===== src/qsr_pkg.sv =====
/*
  Package for the egress QoS scheduler and rate control block.
  Assumes a single APB clock domain and 32-bit APB data.
*/
package qsr_pkg;

  // ----------------------------------------------------------------
  // Register offsets
  // ----------------------------------------------------------------
  localparam logic [11:0] OFS_CTRL        = 12'h000;
  localparam logic [11:0] OFS_DROP_RATE_A = 12'h004;
  localparam logic [11:0] OFS_DROP_RATE_B = 12'h008;
  localparam logic [11:0] OFS_ING_RATES   = 12'h00c;
  localparam logic [11:0] OFS_WFQ_WEIGHTS = 12'h010;
  localparam logic [11:0] OFS_SHAPER      = 12'h014;
  localparam logic [11:0] OFS_THR_BASE    = 12'h020;
  localparam logic [11:0] OFS_STATUS      = 12'h040;
  localparam logic [11:0] OFS_RAM_BASE    = 12'h100;

  // ----------------------------------------------------------------
  // Field positions and reset values
  // ----------------------------------------------------------------
  localparam int CTRL_WFQ_BIT    = 0;
  localparam int CTRL_FC_LSB     = 4;
  localparam int REC_BYTES_LSB   = 0;
  localparam int REC_BURST_LSB   = 16;
  localparam int REC_IVAL_LSB    = 32;
  localparam int REC_IVAL_UNIT   = 40;
  localparam int SHP_EN_LSB      = 28;
  localparam logic [31:0] RST_CTRL    = 32'h0000_0000;
  localparam logic [31:0] RST_WEIGHTS = 32'h1010_1010;
  localparam logic [6:0]  WFQ_TOTAL   = 7'h40;
  localparam logic [6:0]  SHP_FULL    = 7'h40;

  // ----------------------------------------------------------------
  // Timing
  // ----------------------------------------------------------------
  localparam int CLK_MHZ      = 25;
  localparam int TICK_FINE_NS = 10000;
  localparam int TICK_FINE_CY = TICK_FINE_NS * CLK_MHZ / 1000;
  localparam int TICK_MS_CY   = 100;

  // ----------------------------------------------------------------
  // Types
  // ----------------------------------------------------------------
  typedef struct packed
  {
    logic       valid;
    logic [1:0] port;
    logic [1:0] queue;
    logic [12:0] len;
  } qsr_tx_s;

  typedef struct packed
  {
    logic       valid;
    logic [1:0] port;
    logic       high_drop;
    logic [12:0] len;
  } qsr_rx_s;

  typedef enum logic [1:0]
  {
    RV_IDLE  = 2'b00,
    RV_CHECK = 2'b01,
    RV_ANS   = 2'b10
  } qsr_rv_e;

endpackage


===== src/qsr_top.sv =====
/*
  QoS scheduler, WRED and fast-port rate control behind an APB slave.
  Assumes queue status and frames arrive from the frame engine on pclk,
  and that buffer_manager reject is a same-clock input.
*/
`timescale 1ns/1ps
`default_nettype none

module qsr_top
  import qsr_pkg::*;
#(
  parameter int NFAST = 4
)
(
  input  wire logic               pclk,
  input  wire logic               presetn,
  input  wire logic               clk_en,
  input  wire logic               psel,
  input  wire logic               penable,
  input  wire logic               pwrite,
  input  wire logic [11:0]        paddr,
  input  wire logic [31:0]        pwdata,
  output logic      [31:0]        prdata,
  output logic                    pready,
  output logic                    pslverr,
  input  wire logic [2*NFAST-1:0] fast_q_nonempty,
  input  wire logic [3:0]         up_q_nonempty,
  input  wire logic [3:0]         cpu_q_nonempty,
  input  wire logic [16*NFAST-1:0] fast_qbytes,
  input  wire logic [47:0]        up_qbytes,
  input  wire logic               mac_idle_up,
  input  wire qsr_tx_s            tx_done,
  input  wire qsr_rx_s            rx_frame,
  input  wire logic               enq_valid,
  input  wire logic               enq_uplink,
  input  wire logic [1:0]         enq_port,
  input  wire logic [1:0]         enq_queue,
  input  wire logic               enq_high_drop,
  input  wire logic               bm_reject,
  output logic      [NFAST-1:0]   fast_sel_hi,
  output logic      [NFAST-1:0]   fast_tx_ok,
  output logic      [1:0]         up_sel,
  output logic                    up_sel_valid,
  output logic      [1:0]         cpu_sel,
  output logic                    enq_drop,
  output logic                    rx_drop,
  output logic      [NFAST-1:0]   pause_req
);

  // ----------------------------------------------------------------
  // Registers
  // ----------------------------------------------------------------
  logic [31:0] ctrl_ff, rate_a_ff, rate_b_ff, ing_rates_ff;
  logic [31:0] weights_ff, shaper_ff;
  logic [31:0] thr_ff [8];
  logic [63:0] rc_ram [NFAST];
  logic [31:0] drop_cnt_ff;
  logic [7:0]  lfsr_ff;
  logic [15:0] credit_ff [NFAST];
  logic [7:0]  ival_cnt_ff [NFAST];
  logic [11:0] tick_cnt_ff;
  logic [6:0]  ms_cnt_ff;
  logic [6:0]  wfq_cred_ff [4];
  logic [6:0]  shp_acc_ff [4];

  wire wr_en = clk_en && psel && penable && pwrite;
  wire in_thr = paddr[11:5] == OFS_THR_BASE[11:5];
  wire in_ram = paddr[11:8] == OFS_RAM_BASE[11:8]
                && paddr[7:3] < 5'(NFAST);
  wire known  = in_thr || in_ram || paddr == OFS_CTRL
                || paddr == OFS_DROP_RATE_A || paddr == OFS_DROP_RATE_B
                || paddr == OFS_ING_RATES || paddr == OFS_WFQ_WEIGHTS
                || paddr == OFS_SHAPER || paddr == OFS_STATUS;
  wire [1:0] ram_idx = paddr[4:3];
  wire       ram_hi  = paddr[2];

  assign pready  = 1'b1;
  assign pslverr = psel && penable && !known;

  // ----------------------------------------------------------------
  // Register writes
  // ----------------------------------------------------------------
  always_ff @(posedge pclk or negedge presetn)
  begin
    if (!presetn)
    begin
      ctrl_ff      <= RST_CTRL;
      rate_a_ff    <= 32'h0;
      rate_b_ff    <= 32'h0;
      ing_rates_ff <= 32'h0;
      weights_ff   <= RST_WEIGHTS;
      shaper_ff    <= 32'h0;
    end
    else if (wr_en)
    begin
      if (paddr == OFS_CTRL) ctrl_ff <= pwdata;
      if (paddr == OFS_DROP_RATE_A) rate_a_ff <= pwdata;
      if (paddr == OFS_DROP_RATE_B) rate_b_ff <= pwdata;
      if (paddr == OFS_ING_RATES) ing_rates_ff <= pwdata;
      if (paddr == OFS_WFQ_WEIGHTS) weights_ff <= pwdata;
      if (paddr == OFS_SHAPER) shaper_ff <= pwdata;
    end
  end

  // Thresholds: no reset, software loads them before traffic
  always_ff @(posedge pclk)
  begin
    if (wr_en && in_thr)
      thr_ff[paddr[4:2]] <= pwdata;
  end

  // Rate records clear so credit starts from a known zero limit
  always_ff @(posedge pclk or negedge presetn)
  begin
    if (!presetn)
    begin
      for (int i = 0; i < NFAST; i++)
        rc_ram[i] <= 64'h0;
    end
    else
    begin
      if (wr_en && in_ram && !ram_hi)
        rc_ram[ram_idx][31:0] <= pwdata;
      if (wr_en && in_ram && ram_hi)
        rc_ram[ram_idx][63:32] <= {24'h0, pwdata[7:0]};
    end
  end

  // ----------------------------------------------------------------
  // Read mux
  // ----------------------------------------------------------------
  logic [31:0] rd_mux;
  always_comb
  begin
    rd_mux = 32'h0;
    case (paddr)
      OFS_CTRL:        rd_mux = ctrl_ff;
      OFS_DROP_RATE_A: rd_mux = rate_a_ff;
      OFS_DROP_RATE_B: rd_mux = rate_b_ff;
      OFS_ING_RATES:   rd_mux = ing_rates_ff;
      OFS_WFQ_WEIGHTS: rd_mux = weights_ff;
      OFS_SHAPER:      rd_mux = shaper_ff;
      OFS_STATUS:      rd_mux = drop_cnt_ff;
      default:
      begin
        if (in_thr)
          rd_mux = thr_ff[paddr[4:2]];
        else if (in_ram)
          rd_mux = ram_hi ? rc_ram[ram_idx][63:32] : rc_ram[ram_idx][31:0];
      end
    endcase
  end

  always_ff @(posedge pclk or negedge presetn)
  begin
    if (!presetn)
      prdata <= 32'h0;
    else if (clk_en && psel && !penable && !pwrite)
      prdata <= rd_mux;
  end

  // ----------------------------------------------------------------
  // Strict priority: fast ports and CPU
  // ----------------------------------------------------------------
  genvar g;
  generate
    for (g = 0; g < NFAST; g++)
    begin : g_fast
      // Two queues per fast port, high wins when it holds a frame
      assign fast_sel_hi[g] = fast_q_nonempty[2*g+1];
      assign fast_tx_ok[g]  = credit_ff[g] != 16'h0;
    end
  endgenerate

  function automatic logic [1:0] sp_pick(input logic [3:0] ne);
    logic [1:0] r;
    r = 2'd0;
    if (ne[3]) r = 2'd3;
    else if (ne[2]) r = 2'd2;
    else if (ne[1]) r = 2'd1;
    return r;
  endfunction

  assign cpu_sel = sp_pick(cpu_q_nonempty);

  // ----------------------------------------------------------------
  // Uplink: shapers, strict priority or WFQ
  // ----------------------------------------------------------------
  logic [3:0] shp_en, shp_ok, wfq_ok;
  generate
    for (g = 0; g < 4; g++)
    begin : g_up
      assign shp_en[g] = shaper_ff[SHP_EN_LSB+g];
      assign shp_ok[g] = up_q_nonempty[g] && shp_en[g]
                         && shp_acc_ff[g] >= SHP_FULL;
      assign wfq_ok[g] = up_q_nonempty[g] && !shp_en[g]
                         && wfq_cred_ff[g] != 7'h0;
    end
  endgenerate

  wire        wfq_mode = ctrl_ff[CTRL_WFQ_BIT];
  wire [3:0]  sp_cand  = wfq_mode ? 4'h0 : up_q_nonempty & ~shp_en;
  wire [3:0]  any_ok   = shp_ok | sp_cand;
  wire [1:0]  wfq_idx  = sp_pick(wfq_ok);
  assign up_sel       = (any_ok != 4'h0) ? sp_pick(any_ok) : wfq_idx;
  assign up_sel_valid = (any_ok != 4'h0) || (wfq_ok != 4'h0);

  // Shaper accumulators: add setting each cycle while below full, clear to zero on tx
  wire up_done = tx_done.valid && tx_done.port == 2'd3;
  generate
    for (g = 0; g < 4; g++)
    begin : g_shp
      always_ff @(posedge pclk or negedge presetn)
      begin
        if (!presetn)
          shp_acc_ff[g] <= 7'h0;
        else if (clk_en)
        begin
          if (up_done && tx_done.queue == 2'(g))
            shp_acc_ff[g] <= 7'h0;
          else if (shp_acc_ff[g] < SHP_FULL)
            shp_acc_ff[g] <= shp_acc_ff[g] + shaper_ff[7*g +: 7];
        end
      end
    end
  endgenerate

  // WFQ credits: reload with the weights when no unshaped queue has both a frame and credit
  wire wfq_reload = wfq_ok == 4'h0 || mac_idle_up;
  generate
    for (g = 0; g < 4; g++)
    begin : g_wfq
      always_ff @(posedge pclk or negedge presetn)
      begin
        if (!presetn)
          wfq_cred_ff[g] <= 7'h0;
        else if (clk_en)
        begin
          if (wfq_reload && wfq_ok == 4'h0)
            // Seven bits: one queue may hold the whole weight of 64
            wfq_cred_ff[g] <= weights_ff[8*g +: 7];
          else if (up_done && tx_done.queue == 2'(g) && wfq_cred_ff[g] != 0)
            wfq_cred_ff[g] <= wfq_cred_ff[g] - 7'h1;
        end
      end
    end
  endgenerate

  // ----------------------------------------------------------------
  // WRED on enqueue
  // ----------------------------------------------------------------
  wire [15:0] qb = enq_uplink ? up_qbytes[16*(enq_queue-2'd1) +: 16]
                              : fast_qbytes[16*enq_port +: 16];
  wire [2:0]  tix = enq_uplink ? {1'b1, enq_queue} : {1'b0, enq_port};
  wire        wred_q = enq_uplink ? enq_queue != 2'd0
                                  : enq_queue == 2'd1;
  wire        over1 = qb > thr_ff[tix][15:0];
  wire        over2 = qb > thr_ff[tix][31:16];
  wire [7:0]  rnd = {1'b0, lfsr_ff[6:0]};
  wire hit_x = rnd < rate_a_ff[7:0];
  wire hit_y = rnd < rate_a_ff[15:8];
  wire hit_z = rnd < rate_b_ff[7:0];
  logic wred_drop;
  always_comb
  begin
    wred_drop = 1'b0;
    if (wred_q && over2)
      wred_drop = enq_high_drop ? 1'b1 : hit_z;
    else if (wred_q && over1)
      wred_drop = enq_high_drop ? hit_x : hit_y;
  end
  // Applies in both strict and WFQ modes
  assign enq_drop = enq_valid && (bm_reject || wred_drop);

  always_ff @(posedge pclk or negedge presetn)
  begin
    if (!presetn)
    begin
      lfsr_ff     <= 8'h5a;
      drop_cnt_ff <= 32'h0;
    end
    else if (clk_en)
    begin
      lfsr_ff <= {lfsr_ff[6:0], lfsr_ff[7] ^ lfsr_ff[5] ^ lfsr_ff[4]
                  ^ lfsr_ff[3]};
      if (enq_drop || rx_drop)
        drop_cnt_ff <= drop_cnt_ff + 32'h1;
    end
  end

  // ----------------------------------------------------------------
  // Fast-port rate control
  // ----------------------------------------------------------------
  wire tick_fine = tick_cnt_ff == 12'(TICK_FINE_CY - 1);
  wire tick_ms   = tick_fine && ms_cnt_ff == 7'(TICK_MS_CY - 1);
  always_ff @(posedge pclk or negedge presetn)
  begin
    if (!presetn)
    begin
      tick_cnt_ff <= 12'h0;
      ms_cnt_ff   <= 7'h0;
    end
    else if (clk_en)
    begin
      tick_cnt_ff <= tick_fine ? 12'h0 : tick_cnt_ff + 12'h1;
      if (tick_fine)
        ms_cnt_ff <= tick_ms ? 7'h0 : ms_cnt_ff + 7'h1;
    end
  end

  logic [NFAST-1:0] rx_drop_v;
  generate
    for (g = 0; g < NFAST; g++)
    begin : g_rc
      wire [63:0] rec   = rc_ram[g];
      wire [15:0] allow = rec[REC_BYTES_LSB +: 16];
      wire [15:0] burst = rec[REC_BURST_LSB +: 16];
      wire [7:0]  ival  = rec[REC_IVAL_LSB +: 8];
      wire        unit  = ctrl_ff[REC_IVAL_UNIT-32+g];
      wire        tk    = unit ? tick_ms : tick_fine;
      wire        bound = tk && ival_cnt_ff[g] + 8'h1 >= ival;
      wire        txp   = tx_done.valid && tx_done.port == 2'(g);
      wire        rxp   = rx_frame.valid && rx_frame.port == 2'(g);
      wire [15:0] cost  = 16'((txp ? tx_done.len + 13'h7 : 13'h0) >> 3)
                        + 16'((rxp ? rx_frame.len + 13'h7 : 13'h0) >> 3);
      wire [16:0] gain  = {1'b0, credit_ff[g]} + (bound ? {1'b0, allow}
                                                        : 17'h0);
      wire [16:0] capd  = gain > {1'b0, burst} ? {1'b0, burst} : gain;
      wire [15:0] nxt_credit = capd > {1'b0, cost}
                               ? 16'(capd - {1'b0, cost}) : 16'h0;
      wire        fc_on = ctrl_ff[CTRL_FC_LSB+g];
      wire        none  = credit_ff[g] == 16'h0;
      wire        qtr   = credit_ff[g] <= (burst >> 2);
      wire        half  = credit_ff[g] <= (burst >> 1);
      logic       drp;
      always_comb
      begin
        drp = 1'b0;
        if (!fc_on && none)
          drp = 1'b1;
        else if (!fc_on && qtr)
          drp = rx_frame.high_drop ? 1'b1
                : rnd < ing_rates_ff[7:0];
        else if (!fc_on && half)
          drp = rx_frame.high_drop && rnd < ing_rates_ff[15:8];
      end
      assign rx_drop_v[g] = rxp && drp;

      always_ff @(posedge pclk or negedge presetn)
      begin
        if (!presetn)
        begin
          credit_ff[g]   <= 16'h0;
          ival_cnt_ff[g] <= 8'h0;
          pause_req[g]   <= 1'b0;
        end
        else if (clk_en)
        begin
          credit_ff[g] <= nxt_credit;
          if (tk)
            ival_cnt_ff[g] <= bound ? 8'h0 : ival_cnt_ff[g] + 8'h1;
          pause_req[g] <= fc_on && (nxt_credit < (burst >> 1));
        end
      end
    end
  endgenerate

  assign rx_drop = |rx_drop_v;
endmodule

`default_nettype wire


===== config.mk =====
export PLATFORM = sky130hd
export DESIGN_NAME = qsr_top
export DESIGN_NICKNAME = d
export VERILOG_FILES = /design/src/qsr_pkg.sv /design/src/qsr_top.sv
export SDC_FILE = /design/constraint.sdc
export NUM_CORES = 2
export LEC_CHECK = 0
export ABC_AREA = 1
export BUFFER_PORTS_ARGS = -buffer_cell sky130_fd_sc_hd__buf_2
export CAP_MARGIN = 20
export CORE_ASPECT_RATIO = 1.25
export CORE_MARGIN = 8
export CORE_UTILIZATION = 30
export CTS_BUF_LIST = sky130_fd_sc_hd__clkbuf_8 sky130_fd_sc_hd__clkbuf_16
export DETAILED_ROUTE_END_ITERATION = 8
export GPL_ROUTABILITY_DRIVEN = 0
export SYNTH_ARGS = -nofsm -noshare
export SYNTH_HDL_FRONTEND = slang
export SYNTH_SLANG_ARGS = --single-unit

===== constraint.sdc =====
create_clock -name pclk -period 8.2 [get_ports pclk]
set_clock_uncertainty 0.2 [all_clocks]
set_input_delay 0.41 -clock pclk [delete_from_list [all_inputs] [get_ports pclk]]
set_output_delay 0.41 -clock pclk [all_outputs]
set_load 0.005 [all_outputs]

* After elaboration in Yosys (flattened, before gate mapping)
Memories as Yosys holds them, arrays and structs flattened. Index checks and enable logic that the tools add are counted.
Word-level totals: memories kept 1, flip-flop bits (word level) 695, output and inout bits 53, bits in writable memories 256, latch bits 0, ROM bits 0, logic and storage cells 379
Cells by class: equal/unequal tests 20, bitwise logic cells 7, add/subtract/negate cells 30, reduce and logical (&&, ||, !) cells 148, shift operators 2, $lt $le $gt $ge 42, mux-type cells 94, multipliers 0, divide/modulo/power cells 0
Memory list:
- thr_ff | words 8, width 32, read ports 2, clocked after memory_dff 0, wr ports 1, line qsr_top.sv:55 | logic [31:0] thr_ff [8];
Operators by type and width (count):
- bitwise mux 256 bit | 2
- two-way mux 256 bit | 2
- demux 64 bit (select 2 bit) | 2
- two-way mux 16 bit | 15
- one-hot mux 32 bit (7 select lines) | 1
- two-way mux 64 bit | 3
- binary-select mux 64 bit (select 2 bit) | 1
- two-way mux 32 bit | 4
- two-way mux 7 bit | 17
- logical AND 1 bit | 75
- adder 16 x 16 -> 17 bit | 4
- greater-than comparator 17 x 16 -> 1 bit | 4
- two-way mux 17 bit | 4
- <= comparator 16 x 14 -> 1 bit | 4
- <= comparator 16 x 15 -> 1 bit | 4
- logical NOT 16 bit | 4
- less-than comparator 16 x 15 -> 1 bit | 4
- nonzero test 16 bit | 4
- variable part select 64 x 7 -> 16 bit | 1
- greater-than comparator 17 x 14 -> 1 bit | 3
- variable part select 48 x 33 -> 16 bit | 1
- subtractor 16 x 14 -> 16 bit | 3
- adder 13 x 13 -> 14 bit | 3
- less-than comparator 7 x 8 -> 1 bit | 5
- other kinds (50) | 173

* Depth between registers and ports, before layout
word-level depth 12, gate-level depth with buffers 67

* Least setup slack after synthesis
No wires, ideal clock.
path kind register to register, start register ival_cnt_ff[8] (netlist bit), end register pause_req[2], required time 7.934 ns, path slack -0.379 ns, period minus slack after synthesis 8.579 ns, buffers on the path 4, data arrival time 8.313 ns, cell stages (with the launch flop) 56, path through dfrtp_1 ha_1 ha_1 o21a_1 o21a_1 o21a_1 o21a_1 o21a_1 o21a_1 o21ai_0 nand2_1 o211ai_1 clkbuf_1 nor2_1 ha_1 fa_1 nand3_1 nand2_1 [... 20 more ...] a21oi_1 o21ai_1 a21boi_1 o21ai_1 a21oi_1 nand3_1 nand2_1 nand3_2 buf_2 nand2_1 inv_1 ha_1 a21oi_1 nor2_1 a211oi_1 o221a_2 nand4_1 nand2_1
On the way: longest elaborated chain between the ends 11
Ends and longest elaborated chain:
- from (decl) | line qsr_top.sv:60 | logic [7:0] ival_cnt_ff [NFAST];
- from (signal, indexed assignment) | line qsr_top.sv:361 | ival_cnt_ff[g] <= bound ? 8'h0 : ival_cnt_ff[g] + 8'h1;
- adder 8 x 1 -> 8 bit (*) | line qsr_top.sv:321 | wire bound = tk && ival_cnt_ff[g] + 8'h1 >= ival;
- greater-or-equal comparator 8 bit (*) | line qsr_top.sv:321
- logical AND 1 bit (*) | line qsr_top.sv:321
- two-way mux 16 bit (*) | line qsr_top.sv:326 | wire [16:0] gain = {1'b0, credit_ff[g]} + (bound ? {1'b0, allow}
- adder 16 x 16 -> 17 bit (*) | line qsr_top.sv:326
- greater-than comparator 17 x 16 -> 1 bit | line qsr_top.sv:328 | wire [16:0] capd = gain > {1'b0, burst} ? {1'b0, burst} : gain;
- two-way mux 17 bit (*) | line qsr_top.sv:328
- subtractor 16 x 14 -> 16 bit or greater-than comparator 17 x 14 -> 1 bit (tied branches) | line qsr_top.sv:330, qsr_top.sv:329
- two-way mux 16 bit (*) | line qsr_top.sv:330 | ? 16'(capd - {1'b0, cost}) : 16'h0;
- net g_rc[2].nxt_credit[9] | line qsr_top.sv:329 | wire [15:0] nxt_credit = capd > {1'b0, cost}
- less-than comparator 16 x 15 -> 1 bit (*) | line qsr_top.sv:362 | pause_req[g] <= fc_on && (nxt_credit < (burst >> 1));
- logical AND 1 bit (*) | line qsr_top.sv:362
- to (signal, indexed assignment) | line qsr_top.sv:362
- to (decl) | line qsr_top.sv:47 | output logic [NFAST-1:0] pause_req
The timed path passes the listed nets; every way through them passes the cells marked *. A chain may end at the register's enable or synchronous reset.

* Final worst setup path
start register ival_cnt_ff[9] (netlist bit), end register pause_req[2]
Same word-level chain as after synthesis.

==> load_flow_metrics.sql <==
INSERT INTO impl_metrics (metric_group, metric, value, unit) VALUES
('logic_synthesis', 'syn-instance-count', '7079', ''),
('pwr', 'power.clock.fraction', '0.218', ''),
('cts', 'number_of_sinks_handled_by_clock_tree_synthesis', '855', ''),
('floorplanning', 'num_rows', '179', ''),
('run_status', 'outcome', 'complete, but fails checks', ''),
('sta', 'timing.final.setup_violations', '4', ''),
('cells_and_area', 'final_nets', '8502', ''),
('logic_synthesis', 'syn_area', '57100', 'um^2'),
('drt', 'detail_route.wirelength', '220000', 'um'),
('cts', 'clk_root_buffer_cell', 'sky130_fd_sc_hd__clkbuf_16', ''),
('pwr', 'power.share.switching', '0.394', ''),
('critical_path', 'cp_slowest_stage_delay', '0.43', 'ns'),
('global_routing', 'first_global_vias', '52700', ''),
('logic_synthesis', 'synth_seq_cells', '855', ''),
('global_routing', 'globalRouteOverflowTotal', '0', ''),
('cts', 'tritoncts', 'built', ''),
('drt', 'drt_first_iter_violations', '5724', ''),
('sta', 'fmaxAchievable', '117', 'MHz'),
('critical_path', 'critical-path-top-delay-family', 'compound AO/OA/AOI/OAI gates', ''),
('cts', 'cts_buffers', '97', ''),
('sta', 'post-route-period-util', '1.04', ''),
('sta', 'timing.final.max_slew_violations', '0', ''),
('floorplanning', 'die_width', '406', 'um'),
('global_routing', 'largest_net_degree_at_the_start_of_global_routing', '165', ''),
('global_routing', 'grt_first_pass_wirelength', '323000', 'um'),
('logic_synthesis', 'share_of_synthesized_flip_flops_with_an_asynchronous_set_or_reset', '0.701', ''),
('sta', 'worstMarginPinSlew', '1.41', 'ns'),
('logic_synthesis', 'yosys.cell_types.count', '73', ''),
('cells_and_area', 'layout-drive-gt1-share', '0.160', ''),
('cells_and_area', 'largest_reg_flops', '256', ''),
('logic_synthesis', 'synth_top_area_frac', '0.259', ''),
('critical_path', 'cell_type_of_the_slowest_stage_on_the_worst_timing_path', 'sky130_fd_sc_hd__ha_1', ''),
('critical_path', 'timing.critical_path.fanout_max', '12', ''),
('global_routing', 'grt.total_usage', '0.204', ''),
('logic_synthesis', 'count_of_flip_flops_with_a_built_in_enable_after_synthesis', '256', ''),
('floorplanning', 'floorplan.core_area', '190000', 'um^2'),
('logic_synthesis', 'yosys_warnings', '0', ''),
('pwr', 'cellLeakagePower', '31.4', 'nW'),
('cells_and_area', 'area.growth.synth_to_final', '22.2', '%'),
('sta', 'final_hold_viol_count', '0', ''),
('floorplanning', 'fp.dieH', '504', 'um'),
('drt', 'final_antenna_net_count', '0', ''),
('drt', 'route.detailed.drc', '0', ''),
('critical_path', 'start_kind', 'flop', ''),
('worst_hold_path', 'class_of_the_worst_hold_path', 'in2async', ''),
('pwr', 'power.ir.vdd_worst', '0.194', 'mV'),
('placed_design', 'dpl.hpwl', '160000', 'um'),
('sta', 'postLayoutSetupSlackWorst', '-0.317', 'ns'),
('critical_path', 'crit_buf_inv', '9', ''),
('job', 'max-cap-violations', '0', ''),
('critical_path', 'crit_arrival', '8.98', 'ns'),
('logic_synthesis', 'synth.avg_cell_area', '8.06', 'um^2'),
('pwr', 'intPower', '12.8', 'mW'),
('global_routing', 'grt_antenna_before_repair', '29', ''),
('sta', 'layout_min_cycle_time', '8.52', 'ns'),
('logic_synthesis', 'netlist_top_cells_area', 'sky130_fd_sc_hd__dfrtp_1 (26%), sky130_fd_sc_hd__edfxtp_1 (13%), sky130_fd_sc_hd__ha_1 (12%), sky130_fd_sc_hd__nand2_1 (9.5%), sky130_fd_sc_hd__o21ai_0 (7.6%)', ''),
('run_status', 'violated_checks', 'setup timing', ''),
('critical_path', 'timing.critical_path.to_type', 'flop', ''),
('sta', 'maxSlewHeadroom', '0.0619', ''),
('floorplanning', 'io_pins', '275', ''),
('cts', 'clock_tree.buffer_depth', '3', ''),
('cts', 'cts.clk_slew.worst_paths', '0.06', 'ns'),
('cells_and_area', 'post-route-cell-area', '69700', 'um^2'),
('placed_design', 'detailed_place.area', '64400', 'um^2'),
('drt', 'drt-wirelength-per-cell', '21.2', 'um'),
('critical_path', 'crit_required', '8.67', 'ns'),
('drt', 'dr_total_vias', '55100', ''),
('cts', 'cts.htree.levels', '3', ''),
('sta', 'rsz_0062_raised_after_global_routing', 'true', ''),
('drt', 'drt-pass1-iter-count', '9', ''),
('pwr', 'seq_power_share', '0.251', '');
## power by group through the flow
stage	sequential (mW)	clock [mW]	combinational, mW
3_5_place_dp	5.36	0	9.85
4_1_cts	5.29	4.65	10.2
3_3_place_gp	5.36	0	9.57
2_1_floorplan	5.16	0	6.21
5_1_grt	5.35	4.80	12.5
6_report	5.31	4.59	11.2
## path summary, 6_finish.rpt
check	depth (start not counted)	to	from	slack, ns
worst max register to register	49	pause_req[2]	ival_cnt_ff[9]	-0.32
max in group asynchronous	4	weights_ff[30]	presetn	5.80
min in group pclk	5	prdata[25]	pwrite	0.15
worst max-delay path	49	pause_req[2]	ival_cnt_ff[9]	-0.32
worst min-delay path	2	pause_req[1]	presetn	0.08
worst min register to register	2	pause_req[1]	pause_req[1]	0.27
## worst register-to-register path: cells and delay by family, from the launching register on
family / cells / cell delay, ns
buffers and inverters: 9 / 1.33
AOI/OAI and AO/OA: 18 / 2.79
xor gates and xnor gates: 1 / 0.18
DFF: 1 / 0.38
and+or+nand+nor: 14 / 1.38
adders and majority gates: 7 / 2.19
## logic make-up (layout without fill, tap and decap cells)
family / after synthesis / after routing / synth area share
flops: 855 / 855 / 0.398
compound gates: 1782 / 1782 / 0.184
buf+inv: 1050 / 1782 / 0.0701
other cells: 1 / 18 / 0.0000657
simple gates: 2608 / 2611 / 0.190
fa+ha+maj: 543 / 543 / 0.121
xor+xnor: 240 / 240 / 0.0368
## repair_timing
action,in CTS,in global routing
resized for setup,64,168
pin swaps,41,126
hold endpoints to repair,325,0
cloned,1,6
hold buffers,37,0
setup endpoints to repair,5,46
setup buffers,19,44
## per-stage QoR
| stage | hold WS (ns) | TNS, ns | std cells | total power, mW | util |
|---|---|---|---|---|---|
| after floorplan | -0.0856 | -0.0431 | 7079 | 11.4 | - |
| after global placement | 0.212 | -0.977 | 10100 | 14.9 | 0.339 |
| after detailed placement | 0.216 | -1.57 | 10100 | 15.2 | 0.339 |
| after CTS | 0.109 | -0.682 | 10300 | 20.2 | 0.361 |
| after global routing | 0.146 | -3.16 | 10400 | 22.6 | 0.367 |
| final | 0.0821 | -0.763 | 10400 | 21.1 | 0.368 |
## placed cells by master, fill, tap and decap left out, types with 20 or more instances in the layout
master                          synthesis  routed
sky130_fd_sc_hd__o21ai_0              868     823
sky130_fd_sc_hd__xnor2_1               72      69
sky130_fd_sc_hd__buf_4                  5     521
sky130_fd_sc_hd__o21a_1                33      33
sky130_fd_sc_hd__a221oi_1              31      27
sky130_fd_sc_hd__a22o_1                20      20
sky130_fd_sc_hd__o22ai_1              128     128
sky130_fd_sc_hd__nand3_2                5      21
sky130_fd_sc_hd__edfxtp_1             256     256
sky130_fd_sc_hd__nor2_1               574     559
sky130_fd_sc_hd__o21ai_1                7      32
sky130_fd_sc_hd__dlygate4sd3_1          0      37
sky130_fd_sc_hd__clkbuf_16              0     102
sky130_fd_sc_hd__a21oi_2                9      36
sky130_fd_sc_hd__nand3_1              291     272
sky130_fd_sc_hd__o41ai_1               21      21
sky130_fd_sc_hd__o2111ai_1             25      25
sky130_fd_sc_hd__o211ai_1              78      78
sky130_fd_sc_hd__a21oi_1              322     291
sky130_fd_sc_hd__nor3_1                94      76
sky130_fd_sc_hd__buf_2                 12     258
sky130_fd_sc_hd__nand2_1             1448    1420
sky130_fd_sc_hd__nor4_1                38      35
sky130_fd_sc_hd__xor2_1               168     162
sky130_fd_sc_hd__dfrtp_1              591     591
sky130_fd_sc_hd__o221ai_1              20      20
sky130_fd_sc_hd__a22oi_1               74      74
sky130_fd_sc_hd__nand4_1               85      85
sky130_fd_sc_hd__ha_1                 527     510
sky130_fd_sc_hd__nor3_2                 2      20
sky130_fd_sc_hd__inv_1                743     751
sky130_fd_sc_hd__nand2_2               25      47
## layout make-up
class | count | area (um^2)
inverters | 756 | 2850
well taps | 2534 | 3170
fillers | 19300 | 120000
flip-flops and latches | 855 | 22700
repair buffers | 850 | 6200
diodes | 17 | 42.5
clock inverters | 69 | 763
multi-input cells | 5177 | 31400
clock buffers | 107 | 2560
## synthesized netlist by cell type (all sizes together) (7+ instances only)
library cell,number
ha,527
nor2,585
a21o,15
a311oi,10
inv,749
fa,16
dfstp,8
o311ai,8
nand2,1476
nand3,296
a22o,20
xnor2,72
xor2,168
o41ai,21
nor3,96
clkinv,7
nand3b,9
o22ai,128
a21oi,332
buf,43
a22oi,74
a32o,16
a211oi,23
nor4,39
a31oi,21
a221oi,31
edfxtp,256
and2,8
o21a,34
dfrtp,591
clkbuf,251
o221ai,20
nand4,86
o21ai,881
o211ai,78
o2111ai,25
o21bai,19
## metal layers
metal	global-route usage	wire, um	share of wire
met2	0.333	101000	0.46
met4	0.107	12400	0.057
met1	0.256	88100	0.40
met5	0	80	0.00036
met3	0.0412	18500	0.084
Power figures use the tool's default switching activity.
